[config.mk]
export PLATFORM = sky130hd
export DESIGN_NAME = pbrpc_top
export DESIGN_NICKNAME = d
export VERILOG_FILES = /design/src/hdl/pbrpc_pkg.sv /design/src/hdl/pbrpc_top.sv /design/src/hdl/pbrpc_sync.sv /design/src/hdl/pbrpc_ms_timer.sv
export SDC_FILE = /design/constraint.sdc
export NUM_CORES = 1
export LEC_CHECK = 0
export ABC_AREA = 1
export ABC_CLOCK_PERIOD_IN_PS = 6400
export BUFFER_PORTS_ARGS = -buffer_cell sky130_fd_sc_hd__buf_2
export CORE_MARGIN = 2
export CORE_UTILIZATION = 55
export CTS_CLUSTER_SIZE = 8
export DETAILED_ROUTE_END_ITERATION = 8
export PLACE_DENSITY = 0.87
export SLEW_MARGIN = 20
export SYNTH_ARGS = -nofsm -noshare
export SYNTH_HDL_FRONTEND = slang
export SYNTH_SLANG_ARGS = --single-unit
[constraint.sdc]
create_clock -name mclk -period 6.4 [get_ports mclk]
set_clock_uncertainty 0.2 [all_clocks]
set_input_delay 1.28 -clock mclk [delete_from_list [all_inputs] [get_ports mclk]]
set_output_delay 1.28 -clock mclk [all_outputs]
set_load 0.05 [all_outputs]
[src/hdl/pbrpc_pkg.sv]
// Purpose: shared constants and types for the push-button reset and power control
// Assumes: 50 MHz system clock, 8-bit register port
// Notes: millisecond figures are counted on a one-cycle tick
package pbrpc_pkg;
    // clock and time base
    localparam int CLK_PERIOD_NS = 20;
    localparam int MS_NS = 1000000;
    localparam int MS_CYCLES_DEF = MS_NS / CLK_PERIOD_NS;
    // press and sequence durations in milliseconds
    localparam int TMR_W = 14;
    localparam logic [TMR_W-1:0] PWRON_MS = 14'h0020;
    localparam logic [TMR_W-1:0] FORCE_OFF_MS = 14'h2710;
    localparam logic [TMR_W-1:0] MR_SHORT_MS = 14'h0FA0;
    localparam logic [TMR_W-1:0] MR_LONG_MS = 14'h2710;
    localparam logic [TMR_W-1:0] RESET_TIMEOUT_MS_DEF = 14'h0014;
    localparam logic [TMR_W-1:0] CYCLE_OFF_MS = 14'h0040;
    // register port
    localparam int ADDR_W = 4;
    localparam int DATA_W = 8;
    localparam logic [ADDR_W-1:0] ADDR_STATUS = 4'h0;
    localparam logic [ADDR_W-1:0] ADDR_CONTROL = 4'h1;
    localparam logic [ADDR_W-1:0] ADDR_MASK = 4'h2;
    localparam logic [ADDR_W-1:0] ADDR_STATE = 4'h3;
    // status bits
    localparam int ST_SR_BIT = 0;
    localparam int ST_PC_BIT = 1;
    // control bits
    localparam int CTL_ARM_BIT = 0;
    localparam int CTL_OFF_BIT = 1;
    localparam int CTL_WDSR_BIT = 2;
    // interrupt source bits, shared by mask and pending
    localparam int IRQ_W = 4;
    localparam int IRQ_SR_BIT = 0;
    localparam int IRQ_PC_BIT = 1;
    localparam int IRQ_BAT_BIT = 2;
    localparam int IRQ_BTN_BIT = 3;
    localparam logic [IRQ_W-1:0] MASK_RST = 4'h0;
    // synchronised input lanes
    localparam int SYNC_W = 5;
    // power states, gray along off, boot, on, sleep
    typedef enum logic [2:0] {
        PS_OFF = 3'b000,
        PS_BOOT = 3'b001,
        PS_ON = 3'b011,
        PS_SLEEP = 3'b010,
        PS_CYCLE = 3'b111
    } pbrpc_state_t;
endpackage

[src/hdl/pbrpc_top.sv]
// Purpose: push-button decode, reset output and power-mode control
// Assumes: pins are asynchronous; strong press seen on its own detector pin
// Notes: regulator enables are digital requests only
// Function
// - weak press held 32 ms powers on
// - weak press held 10 s forces shutdown
// - strong press is a timed manual reset
// - short manual reset pulls reset at once
// - soft reset sets flag, read clears it
// - long manual reset cycles all regulators
// - power cycle sets flag, read clears it
// - button-state output follows the button input
// - startup holds reset until time-out elapses
// - interrupt pin low while unmasked source pends
// - interrupt sources masked after reset, writable
// - all three pins only pull low
// - hold and enable high keep all on
// - both low leaves only always-on, battery permitting
// - armed shutdown bit or hold low powers off
// - button or enable wakes core from sleep
`timescale 1ns/1ps
module pbrpc_top #(
    parameter int MS_CYCLES = pbrpc_pkg::MS_CYCLES_DEF,
    parameter logic [pbrpc_pkg::TMR_W-1:0] RESET_TIMEOUT_MS = pbrpc_pkg::RESET_TIMEOUT_MS_DEF,
    parameter bit MR_LONG_VARIANT = 1'b0
) (
    // clock and reset
    input wire logic mclk,
    input wire logic sys_rst,
    // push button and processor pins
    input wire logic push_button_in_n,
    input wire logic pushButtonStrongN,
    input wire logic power_hold_in,
    input wire logic power_enable_in,
    input wire logic batteryOk,
    // open-drain pins
    output logic system_reset_out_n,
    output logic systemResetOe,
    output logic button_state_out_n,
    output logic buttonStateOe,
    output logic interrupt_out_n,
    output logic interruptOe,
    // regulator enables
    output logic alwaysOnEn,
    output logic coreEn,
    output logic mainEn,
    // register port
    input wire logic [pbrpc_pkg::ADDR_W-1:0] regAddr,
    input wire logic [pbrpc_pkg::DATA_W-1:0] regWrData,
    input wire logic regWr,
    input wire logic regRd,
    output logic [pbrpc_pkg::DATA_W-1:0] regRdData
);
    import pbrpc_pkg::*;

    localparam logic [TMR_W-1:0] MR_THRESH_MS = MR_LONG_VARIANT ? MR_LONG_MS : MR_SHORT_MS;
    localparam int DIV_W = $clog2(MS_CYCLES);
    localparam logic [DIV_W-1:0] DIV_LAST = DIV_W'(MS_CYCLES - 1);

    function automatic logic isPowered(input pbrpc_state_t s);
        isPowered = (s == PS_ON) || (s == PS_SLEEP);
    endfunction

    // synchronised pins
    logic [SYNC_W-1:0] pinSync;
    logic btnLow, strongLow, holdIn, enIn, batOk;
    pbrpc_sync #(
        .WIDTH(SYNC_W),
        .IDLE(5'h03)
    ) u_sync (
        .mclk(mclk),
        .sys_rst(sys_rst),
        .asyncIn({batteryOk, power_enable_in, power_hold_in, pushButtonStrongN,
            push_button_in_n}),
        .syncOut(pinSync)
    );
    assign btnLow = !pinSync[0];
    assign strongLow = !pinSync[1];
    assign holdIn = pinSync[2];
    assign enIn = pinSync[3];
    assign batOk = pinSync[4];

    // millisecond tick
    logic [DIV_W-1:0] div_q, div_d;
    logic msTick_q;
    logic divWrap;
    assign divWrap = (div_q == DIV_LAST);
    assign div_d = divWrap ? '0 : div_q + 1'b1;
    always_ff @(posedge mclk or posedge sys_rst) begin
        if (sys_rst) begin
            div_q <= '0;
            msTick_q <= 1'b0;
        end else begin
            div_q <= div_d;
            msTick_q <= divWrap;
        end
    end

    // state and helpers
    pbrpc_state_t state_q, state_d;
    logic strongSeen_q, strongSeen_d;
    logic btnLowPrev_q;
    logic holdSeen_q, holdSeen_d;
    logic rstActive_q, rstActive_d;
    logic srFlag_q, srFlag_d, pcFlag_q, pcFlag_d;
    logic armBit_q, watchdog_soft_reset_enable_q;
    logic [IRQ_W-1:0] mask_q;
    logic [TMR_W-1:0] pressCnt, rstCnt;
    logic mrHeld, btnRelease, rstStart, weakHeld;
    logic softEvent, longEvent, forceOff, powerOnEvent;
    logic shutdownReq, cycleDone, statusRead;
    logic wrCtl, wrMask;
    logic [IRQ_W-1:0] pending;
    logic [DATA_W-1:0] rdMux;

    // press duration, restarts with every press
    pbrpc_ms_timer u_press (
        .mclk(mclk),
        .sys_rst(sys_rst),
        .tick(msTick_q),
        .run(btnLow),
        .clear(!btnLow),
        .count_q(pressCnt)
    );

    // reset time-out and power-cycle off time
    pbrpc_ms_timer u_rst (
        .mclk(mclk),
        .sys_rst(sys_rst),
        .tick(msTick_q),
        .run(1'b1),
        .clear(mrHeld || rstStart),
        .count_q(rstCnt)
    );

    // press classification
    assign strongSeen_d = btnLow && (strongSeen_q || strongLow);
    assign mrHeld = btnLow && (strongSeen_q || strongLow);
    assign weakHeld = btnLow && !strongSeen_q && !strongLow;
    assign btnRelease = btnLowPrev_q && !btnLow;
    // a press already past the forced-off time must not power straight back on
    assign powerOnEvent = (state_q == PS_OFF) && weakHeld && (pressCnt >= PWRON_MS)
        && (pressCnt < FORCE_OFF_MS);
    assign forceOff = (state_q != PS_OFF) && weakHeld && (pressCnt >= FORCE_OFF_MS);
    assign softEvent = isPowered(state_q) && btnRelease && strongSeen_q
        && (pressCnt < MR_THRESH_MS);
    assign longEvent = isPowered(state_q) && mrHeld && (pressCnt >= MR_THRESH_MS);
    assign cycleDone = (state_q == PS_CYCLE) && !btnLow && (rstCnt >= CYCLE_OFF_MS);

    // register decode
    assign wrCtl = regWr && (regAddr == ADDR_CONTROL);
    assign wrMask = regWr && (regAddr == ADDR_MASK);
    assign statusRead = regRd && (regAddr == ADDR_STATUS);
    // shutdown only counts when the arm bit was already set
    assign shutdownReq = wrCtl && regWrData[CTL_OFF_BIT] && armBit_q;

    // power-mode sequencing
    always_comb begin
        state_d = state_q;
        case (state_q)
            PS_OFF: begin
                if (powerOnEvent) begin
                    state_d = PS_BOOT;
                end
            end
            PS_BOOT: begin
                // abort unless the processor took hold before release
                if (forceOff) begin
                    state_d = PS_OFF;
                end else if (!btnLow) begin
                    state_d = holdIn ? PS_ON : PS_OFF;
                end
            end
            PS_ON: begin
                if (forceOff || shutdownReq) begin
                    state_d = PS_OFF;
                end else if (longEvent) begin
                    state_d = PS_CYCLE;
                end else if (holdSeen_q && !holdIn) begin
                    state_d = PS_OFF;
                end else if (holdIn && !enIn && !btnLow) begin
                    // a held button keeps the core awake, else the core enable chatters
                    state_d = PS_SLEEP;
                end
            end
            PS_SLEEP: begin
                if (forceOff || shutdownReq || !holdIn) begin
                    state_d = PS_OFF;
                end else if (longEvent) begin
                    state_d = PS_CYCLE;
                end else if (btnLow || enIn) begin
                    state_d = PS_ON;
                end
            end
            PS_CYCLE: begin
                if (forceOff) begin
                    state_d = PS_OFF;
                end else if (cycleDone) begin
                    state_d = PS_ON;
                end
            end
            default: begin
                state_d = PS_OFF;
            end
        endcase
    end

    // hold is only trusted once the processor has shown it
    assign holdSeen_d = (state_d == PS_CYCLE || state_d == PS_OFF) ? 1'b0
        : (holdSeen_q || holdIn);

    // reset output: startup, manual press, and after a cycle
    assign rstStart = ((state_q != PS_BOOT) && (state_d == PS_BOOT)) || cycleDone;
    always_comb begin
        rstActive_d = rstActive_q;
        if (mrHeld && isPowered(state_q)) begin
            rstActive_d = 1'b1;
        end else if (rstStart || (state_q == PS_CYCLE)) begin
            rstActive_d = 1'b1;
        end else if (rstActive_q && !mrHeld && (rstCnt >= RESET_TIMEOUT_MS)) begin
            rstActive_d = 1'b0;
        end
    end

    // sticky flags, a new event beats a same-cycle read clear
    assign srFlag_d = softEvent || (srFlag_q && !statusRead);
    assign pcFlag_d = cycleDone || (pcFlag_q && !statusRead);

    always_ff @(posedge mclk or posedge sys_rst) begin
        if (sys_rst) begin
            state_q <= PS_OFF;
            strongSeen_q <= 1'b0;
            btnLowPrev_q <= 1'b0;
            holdSeen_q <= 1'b0;
            rstActive_q <= 1'b1;
            srFlag_q <= 1'b0;
            pcFlag_q <= 1'b0;
        end else begin
            state_q <= state_d;
            strongSeen_q <= strongSeen_d;
            btnLowPrev_q <= btnLow;
            holdSeen_q <= holdSeen_d;
            rstActive_q <= rstActive_d;
            srFlag_q <= srFlag_d;
            pcFlag_q <= pcFlag_d;
        end
    end

    // control and mask registers
    always_ff @(posedge mclk or posedge sys_rst) begin
        if (sys_rst) begin
            armBit_q <= 1'b0;
            watchdog_soft_reset_enable_q <= 1'b0;
            mask_q <= MASK_RST;
        end else begin
            if (wrCtl) begin
                armBit_q <= regWrData[CTL_ARM_BIT] && !shutdownReq;
                watchdog_soft_reset_enable_q <= regWrData[CTL_WDSR_BIT];
            end
            if (wrMask) begin
                mask_q <= regWrData[IRQ_W-1:0];
            end
        end
    end

    // interrupt sources; a 1 in the mask enables a source
    assign pending = {btnLow, !batOk, pcFlag_q, srFlag_q} & mask_q;

    // read mux, data appear the cycle after the strobe
    always_comb begin
        rdMux = '0;
        case (regAddr)
            ADDR_STATUS: begin
                rdMux[ST_SR_BIT] = srFlag_q;
                rdMux[ST_PC_BIT] = pcFlag_q;
            end
            ADDR_CONTROL: begin
                rdMux[CTL_ARM_BIT] = armBit_q;
                rdMux[CTL_WDSR_BIT] = watchdog_soft_reset_enable_q;
            end
            ADDR_MASK: begin
                rdMux[IRQ_W-1:0] = mask_q;
            end
            ADDR_STATE: begin
                rdMux = {coreEn, mainEn, alwaysOnEn, rstActive_q, 1'b0, state_q};
            end
            default: begin
                rdMux = '0;
            end
        endcase
    end

    // registered pins; open-drain data is a constant low
    always_ff @(posedge mclk or posedge sys_rst) begin
        if (sys_rst) begin
            regRdData <= '0;
            system_reset_out_n <= 1'b0;
            button_state_out_n <= 1'b0;
            interrupt_out_n <= 1'b0;
            systemResetOe <= 1'b1;
            buttonStateOe <= 1'b0;
            interruptOe <= 1'b0;
            alwaysOnEn <= 1'b0;
            coreEn <= 1'b0;
            mainEn <= 1'b0;
        end else begin
            regRdData <= regRd ? rdMux : '0;
            system_reset_out_n <= 1'b0;
            button_state_out_n <= 1'b0;
            interrupt_out_n <= 1'b0;
            systemResetOe <= rstActive_q;
            buttonStateOe <= btnLow;
            interruptOe <= |pending;
            alwaysOnEn <= (state_q == PS_CYCLE) ? 1'b0
                : (state_q == PS_OFF) ? batOk : 1'b1;
            coreEn <= (state_q == PS_ON) || (state_q == PS_BOOT);
            mainEn <= (state_q != PS_OFF) && (state_q != PS_CYCLE);
        end
    end
endmodule // pbrpc_top

[src/hdl/pbrpc_sync.sv]
// Purpose: two-flop synchroniser for asynchronous pins
// Assumes: inputs are static levels, no pulses shorter than a clock
// Notes: reset value set per lane to the idle level of each pin
`timescale 1ns/1ps
module pbrpc_sync #(
    parameter int WIDTH = 1,
    parameter logic [WIDTH-1:0] IDLE = '0
) (
    // clock and reset
    input wire logic mclk,
    input wire logic sys_rst,
    // levels
    input wire logic [WIDTH-1:0] asyncIn,
    output logic [WIDTH-1:0] syncOut
);
    logic [WIDTH-1:0] meta_q;

    // first stage is read only by the second
    always_ff @(posedge mclk or posedge sys_rst) begin
        if (sys_rst) begin
            meta_q <= IDLE;
            syncOut <= IDLE;
        end else begin
            meta_q <= asyncIn;
            syncOut <= meta_q;
        end
    end
endmodule // pbrpc_sync

[src/hdl/pbrpc_ms_timer.sv]
// Purpose: saturating millisecond counter
// Assumes: tick is a one-cycle enable from the millisecond divider
// Notes: clear wins over count
`timescale 1ns/1ps
module pbrpc_ms_timer (
    // clock and reset
    input wire logic mclk,
    input wire logic sys_rst,
    // control
    input wire logic tick,
    input wire logic run,
    input wire logic clear,
    // count
    output logic [pbrpc_pkg::TMR_W-1:0] count_q
);
    import pbrpc_pkg::*;

    logic [TMR_W-1:0] count_d;
    logic atMax;

    assign atMax = &count_q;
    assign count_d = clear ? '0 : (run && tick && !atMax) ? count_q + 1'b1 : count_q;

    always_ff @(posedge mclk or posedge sys_rst) begin
        if (sys_rst) begin
            count_q <= '0;
        end else begin
            count_q <= count_d;
        end
    end
endmodule // pbrpc_ms_timer

==> Word-level counts from Yosys, hierarchy flattened <==
Index checks and enable logic that the tools add are counted.
{ "totals": {"ff_bits": 83, "inputBits": 21, "out_inout_bits": 17, "wordCells": 144} }
{ "classes": {"addsub": 3, "order_cmp": 7, "n_eq_ne": 12, "muxes": 31, "n_bitwise": 1, "reduce_logical": 68} }
{ "ops": {"columns": ["operator", "n"], "rows": [
  ["14-bit two-way mux", 4],
  ["3-bit two-way mux", 12],
  ["1-bit logical AND", 34],
  ["14-bit by 1-bit adder with 14-bit output (second input constant)", 2],
  ["14-bit AND reduction", 2],
  ["16-bit by 1-bit adder with 16-bit output (second input constant)", 1],
  ["16-bit equality test (second input constant)", 1],
  ["16-bit two-way mux", 1],
  ["3-bit one-hot mux with 5 select lines", 1],
  ["14-bit by 12-bit greater-or-equal comparator with 1-bit output (second input constant)", 1],
  ["14-bit greater-or-equal comparator (second input constant)", 1],
  ["14-bit by 5-bit greater-or-equal comparator with 1-bit output (second input constant)", 1],
  ["14-bit by 6-bit greater-or-equal comparator with 1-bit output (second input constant)", 1],
  ["14-bit by 7-bit greater-or-equal comparator with 1-bit output (second input constant)", 1],
  ["14-bit by 12-bit less-than comparator with 1-bit output (second input constant)", 1],
  ["14-bit less-than comparator (second input constant)", 1],
  ["1-bit logical OR", 13],
  ["1-bit zero test", 11],
  ["4-bit by 2-bit equality test with 1-bit output (second input constant)", 2],
  ["8-bit two-way mux", 1],
  ["1-bit two-way mux", 7],
  ["3-bit by 1-bit equality test with 1-bit output (second input constant)", 2],
  ["3-bit by 2-bit equality test with 1-bit output (second input constant)", 2],
  ["3-bit equality test (second input constant)", 2],
  ["other kinds (13)", 17]
]} }

==> Logic depth before layout (Yosys ltp) <==
{ "logic_depth": {"word_depth": 15, "ltp_mapped": 12, "depth_no_buf": 12} }

==> Cells and area by module <==
Synthesis repeated with hierarchy kept, for this count alone.
{ "hier_totals": {"cells_unflattened": 571, "hier_area_um2": 4539.4} }
{ "by_module_without_submodules": {"columns": ["mod", "instances", "cells_each", "area_each_um2", "seq_area_each_um2"], "rows": [
  ["pbrpc_top", 1, 306, 2391.0, 1128.6],
  ["pbrpc_ms_timer", 2, 127, 944.7, 350.3],
  ["pbrpc_sync", 1, 11, 259.0, 255.2]
]} }

==> Least setup slack after synthesis <==
No wires, ideal clock.
{ "synth_timing": {"kind": "input-to-reg", "start": "input port regAddr[3] (netlist name)", "end": "register holdSeen_q", "setup_ns": 0.116, "arrival_time_ns": 2.229, "t_required_ns": 6.084, "setup_slack_ns": 3.854, "stages": 8, "path_cell_list": "nor2_1 nand3_1 nor2_1 nand3_1 nand4_1 nand3_1 nor2_1 nor2_1"} }
{ "synth_via": {"elab_chain_len": 11, "elab_cells_between_ends": 13} }
{ "synth_rtl": {"columns": ["item", "line", "rtl"], "rows": [
  ["start: declaration", "pbrpc_top.sv:48", "input wire logic [pbrpc_pkg::ADDR_W-1:0] regAddr,"],
  ["4-bit by 1-bit equality test with 1-bit output (*)", "pbrpc_top.sv:151", "assign wrCtl = regWr && (regAddr == ADDR_CONTROL);"],
  ["1-bit logical AND (*)", "pbrpc_top.sv:151", null],
  ["1-bit logical AND (*) (2 in series)", "pbrpc_top.sv:155", "assign shutdownReq = wrCtl && regWrData[CTL_OFF_BIT] && armBit_q;"],
  ["1-bit logical OR (*)", "pbrpc_top.sv:175, pbrpc_top.sv:187", null],
  ["1-bit logical OR", "pbrpc_top.sv:187", "if (forceOff || shutdownReq || !holdIn) begin"],
  ["3-bit two-way mux", "pbrpc_top.sv:187", null],
  ["3-bit one-hot mux with 5 select lines (*)", "pbrpc_top.sv:160", "case (state_q)"],
  ["net state_d[1]", "pbrpc_top.sv:100", "pbrpc_state_t state_q, state_d;"],
  ["3-bit equality test or 3-bit zero test (tied branches)", "pbrpc_top.sv:209", "assign holdSeen_d = (state_d == PS_CYCLE || state_d == PS_OFF) ? 1'b0"],
  ["1-bit logical OR (*)", "pbrpc_top.sv:209", null],
  ["1-bit two-way mux (*)", "pbrpc_top.sv:209", null],
  ["net holdSeen_d", "pbrpc_top.sv:103", "logic holdSeen_q, holdSeen_d;"],
  ["end signal: assignment", "pbrpc_top.sv:242", "holdSeen_q <= holdSeen_d;"],
  ["end: declaration", "pbrpc_top.sv:103", null]
]} }
Mark *: on every way through the listed nets, which the timed path passes. The rest lies on a longest branch.
A chain may end at the register's enable or synchronous reset.

==> Final worst setup path <==
{ "layout_timing": {"start": "register systemResetOe", "end": "output port systemResetOe"} }
{ "layout_rtl": {"columns": ["item", "line", "rtl"], "rows": [
  ["start: declaration", "pbrpc_top.sv:38", "output logic systemResetOe,"],
  ["start signal: assignment", "pbrpc_top.sv:311", "systemResetOe <= rstActive_q;"]
]} }
No word-level cell between the ends.

==> metrics <==
status finished clean; Final min period 2.58 ns; GRT Residual Overflow 0; Syn Std Cell Area 4310 µm²; CTS tree built; Ys Warns 0; Layout area overhead 10.2%; Iter 0 DRT Violations 123; # IOs 38; pins over their slew limit 0; Netlist cell types 39; number of cells produced by synthesis 533; unrepaired setup endpoints after global routing false; H-Tree Depth 3; CTS Hold Bufs 0; CTS sink count 83; pre-CTS setup slack 3.51 ns; critical path arrival 1.10 ns; number of port buffers 30; pin count of the biggest net entering global routing 84; Via-to-Cell Ratio 5.37; endpoint class of the critical path output pin; Critical Path Start Type flop; share of cells above drive strength 1 12.9%; root buffer cell clkbuf_8; DP Cell Count 660; Post-synth top flop dfrtp_1; first-pass GRT wire length 14700 µm; clk_lat worst skew 0.35 ns; number of detailed-route iterations in the first pass 5; Avg Cell Area, Syn 8.08 µm²; Final GP Congestion 0.940; chip height 92.5 µm; critical path class reg -> out; Gates resized, CTS repair 0; Crit Reg-Reg Startpoint u_sync.syncOut[0]; fin crit share 40.4%; worst slew pin tran 0.730 ns; number of placement rows 32; fin util 62.1%; Max Root-Sink Buffers 2; Reg power frac 54.8%; CP Launch Point systemResetOe; HP Class reg -> reg; CP cell instances buf_2; fin worst setup slack 3.82 ns; slowest CP cell dfstp_2; leakage 2.27 nW; number of global-route vias before repair 3453; Post-DP Area 4540 µm²; Cell Count, Final, Fillers Out 676; Fmax 387 MHz; CTS buffer count 9; sequential element share of the synthesized area 48.4%; clock-pin slew of the registers on the worst-case setup and hold paths 0.08 ns; Worst path max stage delay 0.51 ns; Final TNS setup 0 ns; max-cap violations 0; final instance area 4750 µm²; Peak VDD IR 0.109 mV; Comb pwr share 7.0%; Clock power frac 38.2%; Cell Int Power 0.762 mW; share of flip-flops with an asynchronous set or reset 100%; Starting Density 56.3%; delay-heaviest family, CP flip-flops; routed wire length 8490 µm; min-delay src u_sync.meta_q[1]; Final Setup Violations 0; Psw 0.242 mW; HPWL after DPL 6160 µm; die area 8560 µm²; CP bufs+invs 1; Worst slew margin 51.3%; worst reg2reg setup slack 4.17 ns; CP max FO 1; initial antenna violation count 0; sw frac 24.1%; Residual DRC 0; GRT Overall Usage 21.5%; via count 3633; number of synthesized flops with an enable pin 0; Hold WS 0.158 ns; CP Data Required Time 4.92 ns; Pwr per Cell Area 212 nW/µm²; final hold violations 0; Final #Nets 595; register bit total from synthesis 83; Setup Fix Bufs, Post-CTS 0; ANT cells 0; Core Region 7650 µm²; width of the die 92.5 µm; total power 1.00 mW; drt wl/cell 12.6 µm; antenna-violating nets left 0
[Yosys cell counts (3+ instances only)]
cell type / instances / share of area, %
buf_4: 3 / 0.52
dfrtp_1: 77 / 45
o31ai_1: 5 / 0.87
buf_6: 3 / 0.78
a31oi_1: 3 / 0.44
dfstp_2: 6 / 3.7
nor2_1: 69 / 6.0
nor3_1: 19 / 2.2
inv_1: 77 / 6.7
nor4_1: 5 / 0.73
nor2_2: 6 / 0.87
o22ai_1: 3 / 0.44
nand4_1: 14 / 2.0
a21oi_1: 13 / 1.5
ha_1: 5 / 1.5
nand3_1: 55 / 6.4
o21ai_1: 14 / 1.6
xor2_1: 19 / 3.9
nand2_2: 6 / 0.87
nand2_1: 90 / 7.8
o21ai_0: 20 / 2.3
[metal layers]
layer  GRT usage, %  part of all wire (%)
met5              0                     0
met4           8.71                   2.1
met3           4.80                   5.1
met2           37.0                    48
met1           26.3                    44
[kinds of logic (layout without fill, tap and decap cells)]
kind of cell	after synthesis	after routing	share of synthesized area, %
and+or+nand+nor	274	274	29.3
buffers and inverters	87	126	8.57
DFF	83	83	48.4
AOI/OAI and AO/OA	64	64	8.31
xor gates and xnor gates	19	19	3.86
adders and majority gates	5	5	1.45
other	1	3	0.0870
[state kept, by name, summed over array words and instances (netlist names), 3 cells and up]
| signal | cells |
|---|---|
| div_q | 16 |
| u_press.count_q | 14 |
| u_rst.count_q | 14 |
| regRdData | 8 |
| u_sync.meta_q | 5 |
| u_sync.syncOut | 5 |
| mask_q | 4 |
| state_q | 3 |
[cells in the final DEF, fill, tap and decap left out, drive strengths merged]
cell	n
xor2	19
nor3b	1
o21bai	1
clkinv	2
dfrtp	77
buf	31
o32ai	1
inv	78
dfstp	6
o22ai	3
clkinvlp	1
a211oi	1
nand4	15
a31oi	3
and3	1
nor4	5
o211ai	1
nor3	21
o221ai	1
nand3	57
nor2	75
bufinv	1
conb	3
o21ai	34
nand2	97
o31ai	5
or2	2
ha	5
a21oi	13
o21a	1
clkbuf	13
[path summary, 6_finish.rpt]
path	to	depth (start not counted)
max	systemResetOe	1
min	u_sync.syncOut[1]	0
max reg2reg	u_rst.count_q[6]	8
min reg2reg	u_sync.syncOut[1]	0
max in group asynchronous	state_q[1]	3
min in group asynchronous	div_q[12]	3
[power groups by stage]
stage                     clock network, mW  registers, mW  logic [mW]
after detailed placement                  0          0.561      0.0700
after global placement                    0          0.560      0.0684
after CTS                             0.391          0.550      0.0702
final                                 0.384          0.551      0.0699
after floorplan                           0          0.568      0.0436
after global routing                  0.416          0.552      0.0778
[cell type report]
class / count / area [µm²]
fillers: 638 / 2900
flip-flops and latches: 83 / 2080
multi-input cells: 365 / 1860
inverters: 79 / 305
repair buffers: 31 / 161
clock buffers: 13 / 159
well taps: 102 / 128
clock inverters: 3 / 46.3
No activity file was read; power rests on OpenSTA's default activity.
